**config.mk**
```make
export PLATFORM = sky130hd
export DESIGN_NAME = fepcs_coding
export DESIGN_NICKNAME = d
export VERILOG_FILES = /design/src/hdl/fepcs_pkg.sv /design/src/hdl/fepcs_coding.sv
export SDC_FILE = /design/constraint.sdc
export NUM_CORES = 1
export LEC_CHECK = 0
export ABC_AREA = 1
export BUFFER_PORTS_ARGS = -buffer_cell sky130_fd_sc_hd__buf_2
export CELL_PAD_IN_SITES_DETAIL_PLACEMENT = 0
export CELL_PAD_IN_SITES_GLOBAL_PLACEMENT = 1
export CORE_UTILIZATION = 40
export DETAILED_ROUTE_END_ITERATION = 8
export GPL_ROUTABILITY_DRIVEN = 0
export GPL_TIMING_DRIVEN = 0
export PLACE_DENSITY = 0.83
export SLEW_MARGIN = 40
export SYNTH_ARGS = -nofsm -noshare
export SYNTH_HDL_FRONTEND = slang
export SYNTH_SLANG_ARGS = --single-unit
```
**constraint.sdc**
```tcl
create_clock -name ref_clk -period 1.7 [get_ports ref_clk]
set_input_delay 0.255 -clock ref_clk [delete_from_list [all_inputs] [get_ports ref_clk]]
set_output_delay 0.255 -clock ref_clk [all_outputs]
set_load 0.005 [all_outputs]
```
**src/hdl/fepcs_pkg.sv**
```systemverilog
package fepcs_pkg;
  // clock and line timing
  localparam int CLK_PERIOD_NS = 50;
  localparam int IDLE_WINDOW_US = 40;
  localparam int WD_CYCLES = (IDLE_WINDOW_US * 1000) / CLK_PERIOD_NS;
  localparam logic [9:0] WD_LIMIT = 10'(WD_CYCLES);
  localparam logic [4:0] SYNC_RUN = 5'h1E;
  localparam logic signed [5:0] SLICE_TH = 6'sh10;
  localparam logic [2:0] GRP_LAST = 3'h4;

  // code groups
  localparam logic [4:0] CG_I = 5'h1F;
  localparam logic [4:0] CG_J = 5'h18;
  localparam logic [4:0] CG_K = 5'h11;
  localparam logic [4:0] CG_T = 5'h0D;
  localparam logic [4:0] CG_R = 5'h07;
  localparam logic [4:0] CG_H = 5'h04;
  localparam logic [3:0] NIB_PRE = 4'h5;
  localparam logic [3:0] NIB_BAD_SSD = 4'hE;

  // line levels
  localparam logic [1:0] LVL_ZERO = 2'h0;
  localparam logic [1:0] LVL_PLUS = 2'h1;
  localparam logic [1:0] LVL_MINUS = 2'h3;

  typedef enum logic [1:0] {TX_IDLE, TX_K, TX_DATA, TX_R} fepcs_tx_st_t;
  typedef enum logic [1:0] {RX_IDLE, RX_SSD, RX_FRAME, RX_END} fepcs_rx_st_t;

  function automatic logic [4:0] enc5(input logic [3:0] nib);
    logic [4:0] c;
    c = 5'h1E;
    unique case (nib)
      4'h0: c = 5'h1E;
      4'h1: c = 5'h09;
      4'h2: c = 5'h14;
      4'h3: c = 5'h15;
      4'h4: c = 5'h0A;
      4'h5: c = 5'h0B;
      4'h6: c = 5'h0E;
      4'h7: c = 5'h0F;
      4'h8: c = 5'h12;
      4'h9: c = 5'h13;
      4'hA: c = 5'h16;
      4'hB: c = 5'h17;
      4'hC: c = 5'h1A;
      4'hD: c = 5'h1B;
      4'hE: c = 5'h1C;
      4'hF: c = 5'h1D;
    endcase
    return c;
  endfunction

  // returns {data_valid, nibble}
  function automatic logic [4:0] dec4(input logic [4:0] cg);
    logic [4:0] r;
    r = 5'h00;
    for (int i = 0; i < 16; i++) begin
      if (enc5(4'(i)) == cg) begin
        r = {1'b1, 4'(i)};
      end
    end
    return r;
  endfunction

  // seed never all zero, so the stream cannot lock up
  function automatic logic [10:0] seed_of(input logic [4:0] addr);
    return {1'b1, addr, ~addr};
  endfunction
endpackage

```
**src/hdl/fepcs_coding.sv**
```systemverilog
`timescale 1ns/1ns
// Contract
// - invalid groups raise rx_er, never transmitted
// - scrambler seed from phy address
// - scrambler serialises five-bit groups
// - serial nrzi then mlt3 output
// - mlt3 steps on one, holds on zero
// - one six-bit sample per cycle
// - mlt3 levels back to nrzi bits
// - descramble and deserialise stream
// - key acquired on idle, then held
// - idle watchdog forty microseconds
// - watchdog expiry aborts, restarts sync
// - j/k sets group alignment per frame
// - valid groups decoded onto rxd
// - j/k delivered as 0101 0101
// - good delimiter raises rx_dv
// - t/r or two idles end frame
// - other in-frame groups are errors
// - in-frame error asserts rx_er
// - bad delimiter: rx_er, rxd 1110, no dv
// - tx_en rise sends j then k
// - tx_en fall sends t then r
// - idle sent between frames
// - tx_er sends error group
module fepcs_coding (
  // clock and reset
  input wire logic ref_clk,
  input wire logic srst,
  // configuration pins
  input wire logic [4:0] phy_addr,
  // mii transmit side
  input wire logic tx_en,
  input wire logic tx_er,
  input wire logic [3:0] txd,
  output logic tx_nib_req,
  // line side
  output logic [1:0] mlt3_level,
  input wire logic [5:0] rx_sample,
  // mii receive side
  output logic [3:0] rxd,
  output logic rx_dv,
  output logic rx_er,
  output logic crs,
  output logic rx_nib_valid,
  output logic rx_locked
);

  // address pins come from outside this domain
  logic [4:0] addr_s1, addr_s2;
  always_ff @(posedge ref_clk) begin
    addr_s1 <= phy_addr;
    addr_s2 <= addr_s1;
  end

  // ---------------- transmit ----------------
  fepcs_pkg::fepcs_tx_st_t tx_st, next_tx_st;
  logic [2:0] tx_cnt, next_tx_cnt;
  logic [4:0] tx_grp, next_tx_grp;
  logic [10:0] tx_lfsr, next_tx_lfsr;
  logic nrzi, next_nrzi;
  logic [1:0] mlt_ph, next_mlt_ph;
  logic [1:0] next_mlt3_level;
  logic next_tx_nib_req;
  logic tx_load, tx_key, tx_line_bit;

  always_comb begin
    tx_load = (tx_cnt == fepcs_pkg::GRP_LAST);
    next_tx_cnt = tx_load ? 3'h0 : tx_cnt + 3'h1;
    next_tx_nib_req = (next_tx_cnt == fepcs_pkg::GRP_LAST);
    next_tx_st = tx_st;
    next_tx_grp = tx_grp;
    if (tx_load) begin
      unique case (tx_st)
        fepcs_pkg::TX_IDLE: begin
          if (tx_en) begin
            next_tx_grp = fepcs_pkg::CG_J;
            next_tx_st = fepcs_pkg::TX_K;
          end else begin
            next_tx_grp = fepcs_pkg::CG_I;
          end
        end
        fepcs_pkg::TX_K: begin
          next_tx_grp = fepcs_pkg::CG_K;
          next_tx_st = fepcs_pkg::TX_DATA;
        end
        fepcs_pkg::TX_DATA: begin
          if (!tx_en) begin
            next_tx_grp = fepcs_pkg::CG_T;
            next_tx_st = fepcs_pkg::TX_R;
          end else if (tx_er) begin
            next_tx_grp = fepcs_pkg::CG_H;
          end else begin
            next_tx_grp = fepcs_pkg::enc5(txd);
          end
        end
        fepcs_pkg::TX_R: begin
          next_tx_grp = fepcs_pkg::CG_R;
          next_tx_st = fepcs_pkg::TX_IDLE;
        end
      endcase
    end
    // serial scrambling, msb of group first
    tx_key = tx_lfsr[10] ^ tx_lfsr[8];
    next_tx_lfsr = {tx_lfsr[9:0], tx_key};
    tx_line_bit = tx_grp[3'h4 - tx_cnt] ^ tx_key;
    // nrzi toggle drives the mlt3 step
    next_nrzi = nrzi ^ tx_line_bit;
    next_mlt_ph = (next_nrzi != nrzi) ? mlt_ph + 2'h1 : mlt_ph;
    unique case (next_mlt_ph)
      2'h1: next_mlt3_level = fepcs_pkg::LVL_PLUS;
      2'h3: next_mlt3_level = fepcs_pkg::LVL_MINUS;
      default: next_mlt3_level = fepcs_pkg::LVL_ZERO;
    endcase
  end

  always_ff @(posedge ref_clk) begin
    if (srst) begin
      tx_st <= fepcs_pkg::TX_IDLE;
      tx_cnt <= 3'h0;
      tx_grp <= fepcs_pkg::CG_I;
      // seed held while reset is asserted
      tx_lfsr <= fepcs_pkg::seed_of(addr_s2);
      nrzi <= 1'b0;
      mlt_ph <= 2'h0;
      mlt3_level <= fepcs_pkg::LVL_ZERO;
      tx_nib_req <= 1'b0;
    end else begin
      tx_st <= next_tx_st;
      tx_cnt <= next_tx_cnt;
      tx_grp <= next_tx_grp;
      tx_lfsr <= next_tx_lfsr;
      nrzi <= next_nrzi;
      mlt_ph <= next_mlt_ph;
      mlt3_level <= next_mlt3_level;
      tx_nib_req <= next_tx_nib_req;
    end
  end

  // ---------------- receive line and descrambler ----------------
  logic [1:0] rx_lvl, next_rx_lvl, rx_lvl_d;
  logic rx_nrzi, next_rx_nrzi, rx_nrzi_d;
  logic [10:0] rx_lfsr, next_rx_lfsr;
  logic [4:0] run, next_run;
  logic [9:0] wd_cnt, next_wd_cnt;
  logic [9:0] win, next_win;
  logic next_locked, rx_bit, rx_pred, wd_expire;

  always_comb begin
    if ($signed(rx_sample) > fepcs_pkg::SLICE_TH) begin
      next_rx_lvl = fepcs_pkg::LVL_PLUS;
    end else if ($signed(rx_sample) < -fepcs_pkg::SLICE_TH) begin
      next_rx_lvl = fepcs_pkg::LVL_MINUS;
    end else begin
      next_rx_lvl = fepcs_pkg::LVL_ZERO;
    end
    next_rx_nrzi = rx_nrzi ^ (rx_lvl != rx_lvl_d);
    rx_bit = rx_nrzi ^ rx_nrzi_d;
    rx_pred = rx_lfsr[10] ^ rx_lfsr[8];
    wd_expire = rx_locked && (wd_cnt >= fepcs_pkg::WD_LIMIT);
    next_locked = rx_locked;
    next_run = run;
    next_wd_cnt = wd_cnt;
    next_win = win;
    if (!rx_locked) begin
      // idle means plain ones, so the line bit inverted is the key
      next_rx_lfsr = {rx_lfsr[9:0], ~rx_bit};
      next_run = (rx_pred == ~rx_bit) ? run + 5'h1 : 5'h0;
      if (rx_pred == ~rx_bit && run == fepcs_pkg::SYNC_RUN - 5'h1) begin
        next_locked = 1'b1;
        next_wd_cnt = 10'h000;
        next_run = 5'h0;
      end
    end else begin
      next_rx_lfsr = {rx_lfsr[9:0], rx_pred};
      next_win = {win[8:0], rx_bit ^ rx_pred};
      next_wd_cnt = (win == 10'h3FF) ? 10'h000 : wd_cnt + 10'h001;
      if (wd_expire) begin
        next_locked = 1'b0;
        next_wd_cnt = 10'h000;
      end
    end
  end

  always_ff @(posedge ref_clk) begin
    if (srst) begin
      rx_lvl <= fepcs_pkg::LVL_ZERO;
      rx_lvl_d <= fepcs_pkg::LVL_ZERO;
      rx_nrzi <= 1'b0;
      rx_nrzi_d <= 1'b0;
      rx_lfsr <= 11'h000;
      run <= 5'h0;
      wd_cnt <= 10'h000;
      win <= 10'h000;
      rx_locked <= 1'b0;
    end else begin
      rx_lvl <= next_rx_lvl;
      rx_lvl_d <= rx_lvl;
      rx_nrzi <= next_rx_nrzi;
      rx_nrzi_d <= rx_nrzi;
      rx_lfsr <= next_rx_lfsr;
      run <= next_run;
      wd_cnt <= next_wd_cnt;
      win <= next_win;
      rx_locked <= next_locked;
    end
  end

  // ---------------- receive framing ----------------
  fepcs_pkg::fepcs_rx_st_t rx_st, next_rx_st;
  logic [2:0] grp_cnt, next_grp_cnt;
  logic [3:0] pend, next_pend, next_rxd;
  logic pend_er, next_pend_er, end_t, next_end_t;
  logic next_rx_dv, next_rx_er, next_crs, next_nib_valid;
  logic bnd;
  logic [4:0] grp, grp_dec;

  always_comb begin
    bnd = (grp_cnt == fepcs_pkg::GRP_LAST);
    grp = win[4:0];
    grp_dec = fepcs_pkg::dec4(grp);
    next_grp_cnt = bnd ? 3'h0 : grp_cnt + 3'h1;
    next_rx_st = rx_st;
    next_pend = pend;
    next_pend_er = pend_er;
    next_end_t = end_t;
    next_rxd = rxd;
    next_rx_dv = rx_dv;
    next_rx_er = rx_er;
    next_crs = crs;
    next_nib_valid = 1'b0;
    if (wd_expire || !rx_locked) begin
      next_rx_st = fepcs_pkg::RX_IDLE;
      next_rx_dv = 1'b0;
      next_crs = 1'b0;
    end else begin
      unique case (rx_st)
        fepcs_pkg::RX_IDLE: begin
          // alignment taken from idle then j
          if (win == {fepcs_pkg::CG_I, fepcs_pkg::CG_J}) begin
            next_rx_st = fepcs_pkg::RX_SSD;
            next_grp_cnt = 3'h0;
            next_crs = 1'b1;
            next_rx_er = 1'b0;
          end
        end
        fepcs_pkg::RX_SSD: if (bnd) begin
          next_nib_valid = 1'b1;
          if (grp == fepcs_pkg::CG_K) begin
            next_rxd = fepcs_pkg::NIB_PRE;
            next_rx_dv = 1'b1;
            next_pend = fepcs_pkg::NIB_PRE;
            next_pend_er = 1'b0;
            next_rx_st = fepcs_pkg::RX_FRAME;
          end else begin
            next_rxd = fepcs_pkg::NIB_BAD_SSD;
            next_rx_er = 1'b1;
            next_crs = 1'b0;
            next_rx_st = fepcs_pkg::RX_IDLE;
          end
        end
        fepcs_pkg::RX_FRAME: if (bnd) begin
          // output runs one group behind the line
          next_nib_valid = 1'b1;
          next_rxd = pend;
          next_rx_er = pend_er;
          next_rx_dv = 1'b1;
          if (grp == fepcs_pkg::CG_T || grp == fepcs_pkg::CG_I) begin
            next_end_t = (grp == fepcs_pkg::CG_T);
            next_rx_st = fepcs_pkg::RX_END;
          end else begin
            next_pend = grp_dec[3:0];
            next_pend_er = ~grp_dec[4];
          end
        end
        fepcs_pkg::RX_END: if (bnd) begin
          next_nib_valid = 1'b1;
          next_rx_dv = 1'b0;
          next_crs = 1'b0;
          next_rx_er = (grp != (end_t ? fepcs_pkg::CG_R : fepcs_pkg::CG_I));
          next_rx_st = fepcs_pkg::RX_IDLE;
        end
      endcase
    end
  end

  always_ff @(posedge ref_clk) begin
    if (srst) begin
      rx_st <= fepcs_pkg::RX_IDLE;
      grp_cnt <= 3'h0;
      pend <= 4'h0;
      pend_er <= 1'b0;
      end_t <= 1'b0;
      rxd <= 4'h0;
      rx_dv <= 1'b0;
      rx_er <= 1'b0;
      crs <= 1'b0;
      rx_nib_valid <= 1'b0;
    end else begin
      rx_st <= next_rx_st;
      grp_cnt <= next_grp_cnt;
      pend <= next_pend;
      pend_er <= next_pend_er;
      end_t <= next_end_t;
      rxd <= next_rxd;
      rx_dv <= next_rx_dv;
      rx_er <= next_rx_er;
      crs <= next_crs;
      rx_nib_valid <= next_nib_valid;
    end
  end

  // ---------------- checks ----------------
  property p_tx_jk;
    @(posedge ref_clk) disable iff (srst)
      (tx_load && tx_st == fepcs_pkg::TX_IDLE && tx_en)
      |=> (tx_grp == fepcs_pkg::CG_J) ##5 (tx_grp == fepcs_pkg::CG_K);
  endproperty
  a_tx_jk: assert property (p_tx_jk) else $error("start delimiter wrong");
  property p_tx_tr;
    @(posedge ref_clk) disable iff (srst)
      (tx_load && tx_st == fepcs_pkg::TX_DATA && !tx_en)
      |=> (tx_grp == fepcs_pkg::CG_T) ##5 (tx_grp == fepcs_pkg::CG_R);
  endproperty
  a_tx_tr: assert property (p_tx_tr) else $error("end delimiter wrong");
  property p_tx_idle;
    @(posedge ref_clk) disable iff (srst)
      (tx_load && tx_st == fepcs_pkg::TX_IDLE && !tx_en) |=> (tx_grp == fepcs_pkg::CG_I);
  endproperty
  a_tx_idle: assert property (p_tx_idle) else $error("idle not sent");
  property p_tx_err;
    @(posedge ref_clk) disable iff (srst)
      (tx_load && tx_st == fepcs_pkg::TX_DATA && tx_en && tx_er) |=> (tx_grp == fepcs_pkg::CG_H);
  endproperty
  a_tx_err: assert property (p_tx_err) else $error("error group not sent");
  property p_tx_valid;
    @(posedge ref_clk) disable iff (srst)
      fepcs_pkg::dec4(tx_grp) > 5'h0F || tx_grp == fepcs_pkg::CG_I || tx_grp == fepcs_pkg::CG_J
      || tx_grp == fepcs_pkg::CG_K || tx_grp == fepcs_pkg::CG_T || tx_grp == fepcs_pkg::CG_R
      || tx_grp == fepcs_pkg::CG_H;
  endproperty
  a_tx_valid: assert property (p_tx_valid) else $error("invalid group sent");
  property p_mlt_step;
    @(posedge ref_clk) disable iff (srst)
      1'b1 |=> (mlt_ph == $past(mlt_ph) + {1'b0, $past(tx_line_bit)});
  endproperty
  a_mlt_step: assert property (p_mlt_step) else $error("mlt3 did not step");
  property p_ssd_ok;
    @(posedge ref_clk) disable iff (srst || wd_expire)
      (rx_st == fepcs_pkg::RX_SSD && bnd && rx_locked && grp == fepcs_pkg::CG_K)
      |=> (rx_dv && rxd == fepcs_pkg::NIB_PRE) ##5 (rx_dv && rxd == fepcs_pkg::NIB_PRE);
  endproperty
  a_ssd_ok: assert property (p_ssd_ok) else $error("preamble nibbles wrong");
  property p_ssd_bad;
    @(posedge ref_clk) disable iff (srst)
      (rx_st == fepcs_pkg::RX_SSD && bnd && rx_locked && !wd_expire && grp != fepcs_pkg::CG_K)
      |=> (rx_er && !rx_dv && rxd == fepcs_pkg::NIB_BAD_SSD);
  endproperty
  a_ssd_bad: assert property (p_ssd_bad) else $error("bad delimiter not flagged");
  property p_wd;
    @(posedge ref_clk) disable iff (srst)
      wd_expire |=> (!rx_locked && !rx_dv && !crs);
  endproperty
  a_wd: assert property (p_wd) else $error("watchdog did not abort");
  c_ssd_ok: cover property (@(posedge ref_clk) disable iff (srst) $rose(rx_dv));
  c_ssd_bad: cover property (@(posedge ref_clk) disable iff (srst) rx_er && !rx_dv);
  c_wd: cover property (@(posedge ref_clk) disable iff (srst) wd_expire);
  c_tx: cover property (@(posedge ref_clk) disable iff (srst) tx_st == fepcs_pkg::TX_R);

endmodule // fepcs_coding

```
==> out/qor.txt <==
Total Wirelength - 10000 µm
max_cap viols - 0
top cells by area, synth - dfxtp_1 43%, nand2_1 11%, nor2_1 7.2%
Initial Utilization - 41.8%
final count of pins violating max slew - 0
core box area - 11000 µm²
vias - 4033
drt pass-1 iters - 5
hold path start - rx_sample[4]
EDFF count, synth - 0
Hold Path Class - in2reg
wire per inst - 12.0 µm
DRC - 0
final hold viol count - 0
initial antenna violation count - 0
WS Path Type - reg2reg
Max VDD drop - 0.000648 V
TritonCTS buffer count - 9
vias per cell - 4.84
Post-Syn Area - 4610 µm²
internal power - 3650 µW
chip height - 109 µm
flops & latches, synth - 98
Lkg Pwr - 0.00250 µW
logic gate share of total power - 9.7%
ys flop type - dfxtp_1
Arrival @ worst endpoint - 1.87 ns
Synth Instances - 632
CP required - 1.94 ns
register area share after synthesis - 42.5%
slew at the pin closest to its max-slew limit - 0.626 ns
CP max FO - 8
final setup vio count - 0
die area - 12000 µm²
Seq pwr share - 49.6%
Tot Pwr - 4970 µW
Sw Pwr - 1320 µW
Fmax - 613 MHz
Die Width - 109 µm
Detailed Place HPWL - 7080 µm
top-area cell type share of the netlist area - 42.5%
syn nets - 670
clock network fraction of total power - 40.7%
largest net degree at the start of global routing - 21
CTS root buffer - clkbuf_16
share of cells above drive strength 1 - 16.6%
dpl cells - 801
unrepaired setup endpoints after global routing - true
fin crit share - 96.0%
Worst Setup End Kind - flip-flop
Power Density - 906 nW/µm²
CP Launch Type - flip-flop
I/O Buffers - 29
FF-to-FF Start - rx_st[0]
Ports - 31
Yosys warning total - 0
Clock Sinks - 98
Mean Syn Cell Area - 7.30 µm²
worst setup path startpoint - rx_st[0]
global-route wire length before repair - 17000 µm
clk_lat worst skew - 0.34 ns
Synth-to-Final Area Change - 19.0%
grt total ovfl - 0
status - finished, final reports clean
1st-iter DRT viols - 220
H-tree levels - 3
Setup TNS Final - 0 ns
vias in the first global route - 3736
Async S/R FF share, synth - 0%
post-synth top area cell - dfxtp_1
gr usage total - 18.2%
Fin Clk Skew - 0.00641 ns
Cell Rows - 38
Antenna Nets Post-Route - 0
Final Net Count - 726
non-filler instance count after layout - 833
ANT cells - 0
fin crit period - 1.63 ns
CTS clk-pin slew, worst paths - 0.07 ns
sw frac - 26.6%
count of different cell masters after synthesis - 38
clock buffer depth - 2
Slew HR - 58.3%
CTS tree - done
[per-stage QoR]
| step | hold WS [ns] | worst slack [ns] | utilization, % | instance area [µm²] |
|---|---|---|---|---|
| after floorplan | 0.283 | 0.0601 | - | 4610 |
| after global placement | 0.311 | -0.163 | 44.7 | 4930 |
| after detailed placement | 0.312 | -0.217 | 44.7 | 4930 |
| after CTS | 0.0869 | 0.00987 | 48.5 | 5350 |
| after global routing | 0.0968 | -0.0309 | 49.8 | 5490 |
| final | 0.101 | 0.0677 | 49.8 | 5490 |
[layer usage]
| metal | vias up | wire length, µm | global-route usage (%) |
|---|---|---|---|
| met2 | 66 | 4700 | 30.5 |
| li1 | 2115 | - | - |
| met4 | 0 | 140 | 6.10 |
| met1 | 1840 | 4770 | 23.5 |
| met5 | - | 0 | 0 |
| met3 | 12 | 398 | 3.62 |
[timing repair]
action                     CTS  global route
hold buffers                 5             0
buffers inserted             2             9
pin swaps                    4             9
hold endpoints to repair     5             0
gates resized for setup     12            20
setup endpoints to repair   13            18
[registers in the layout, summed over array words and instances (netlist names), 2 cells and up, named ones only]
register    cells
rx_lvl_d        2
mlt_ph          2
tx_lfsr        11
pend            4
tx_grp          5
grp_cnt         3
mlt3_level      2
win            10
wd_cnt         10
rx_lvl          2
rx_lfsr        11
run             5
rxd             4
tx_cnt          3
addr_s2         5
addr_s1         5
tx_st           2
[Yosys cell counts (3+ instances only)]
| library cell | n |
|---|---|
| inv_2 | 4 |
| o21ai_0 | 29 |
| nand2_1 | 133 |
| nor2_2 | 4 |
| xnor2_1 | 10 |
| clkbuf_1 | 9 |
| nand3_2 | 5 |
| dfxtp_1 | 98 |
| nor3_1 | 7 |
| xor2_1 | 5 |
| nand3_1 | 41 |
| a21oi_1 | 38 |
| ha_1 | 19 |
| nor2_1 | 88 |
| inv_1 | 84 |
| nand4_1 | 12 |
| nor4_1 | 3 |
| buf_2 | 4 |
| nand2_2 | 12 |
[placed cells by master, fill, tap and decap left out, types with 2 or more instances in the layout]
cell	netlist	final
inv_6	1	2
clkbuf_1	9	9
nand2_1	133	131
nor2_4	2	4
o21ai_0	29	28
o21bai_1	2	2
nand3_1	41	39
a32oi_1	2	2
nand4_1	12	12
o211ai_1	2	2
inv_4	0	3
xnor2_1	10	10
a21oi_1	38	38
dlygate4sd3_1	0	5
a22oi_1	2	2
inv_8	0	3
nor2_1	88	86
clkbuf_16	0	9
buf_2	4	33
nand3_2	5	6
clkinv_4	0	2
buf_4	0	10
nor2_2	4	4
nor3_1	7	7
dfxtp_1	98	95
nor4_1	3	3
ha_4	0	3
o21a_1	2	2
ha_1	19	15
nand2_2	12	14
inv_2	4	6
dfxtp_4	0	2
xor2_1	5	5
a211oi_1	2	2
inv_1	84	79
[worst max-delay path, cell delays in order (launching register included)]
cell and delay (ns):
dfxtp_4 0.38, inv_4 0.05, ha_4 0.15, buf_8 0.13
o21ai_4 0.20, nand4_4 0.17, nor2_4 0.21, nand2_1 0.07
nor2_1 0.11, nor2_1 0.05
[final cells by class]
| class | count | area [µm²] |
|---|---|---|
| flip-flops and latches | 98 | 1970 |
| clock inverters | 7 | 76.3 |
| fillers | 1109 | 5540 |
| inverters | 89 | 347 |
| plain buffers | 15 | 80.1 |
| clock buffers | 9 | 225 |
| well taps | 140 | 175 |
| repair buffers | 45 | 290 |
| multi-input cells | 430 | 2320 |
[power by group through the flow]
stage | Combinational (µW) | Clock (µW) | Sequential [µW]
finish | 485 | 2020 | 2470
global route | 559 | 2180 | 2480
CTS | 452 | 2090 | 2470
global placement | 419 | 0 | 2520
detailed placement | 430 | 0 | 2520
floorplan | 315 | 0 | 2510
[final timing paths]
path	to	slack (ns)	cells after the start
max	pend[0]	0.07	9
min	rx_lvl[1]	0.10	2
max reg2reg	pend[0]	0.07	9
min reg2reg	addr_s2[0]	0.33	0
[kinds of logic (layout without fill, tap and decap cells)]
family	after synthesis	after routing	synth area share [%]
AOI/OAI and AO/OA	83	83	9.95
xor gates and xnor gates	15	15	2.85
adders and majority gates	19	19	5.15
buffers and inverters	104	165	9.00
DFF	98	98	42.5
and+or+nand+nor	313	313	30.5
Note: power is estimated with default switching activity, not from simulation.
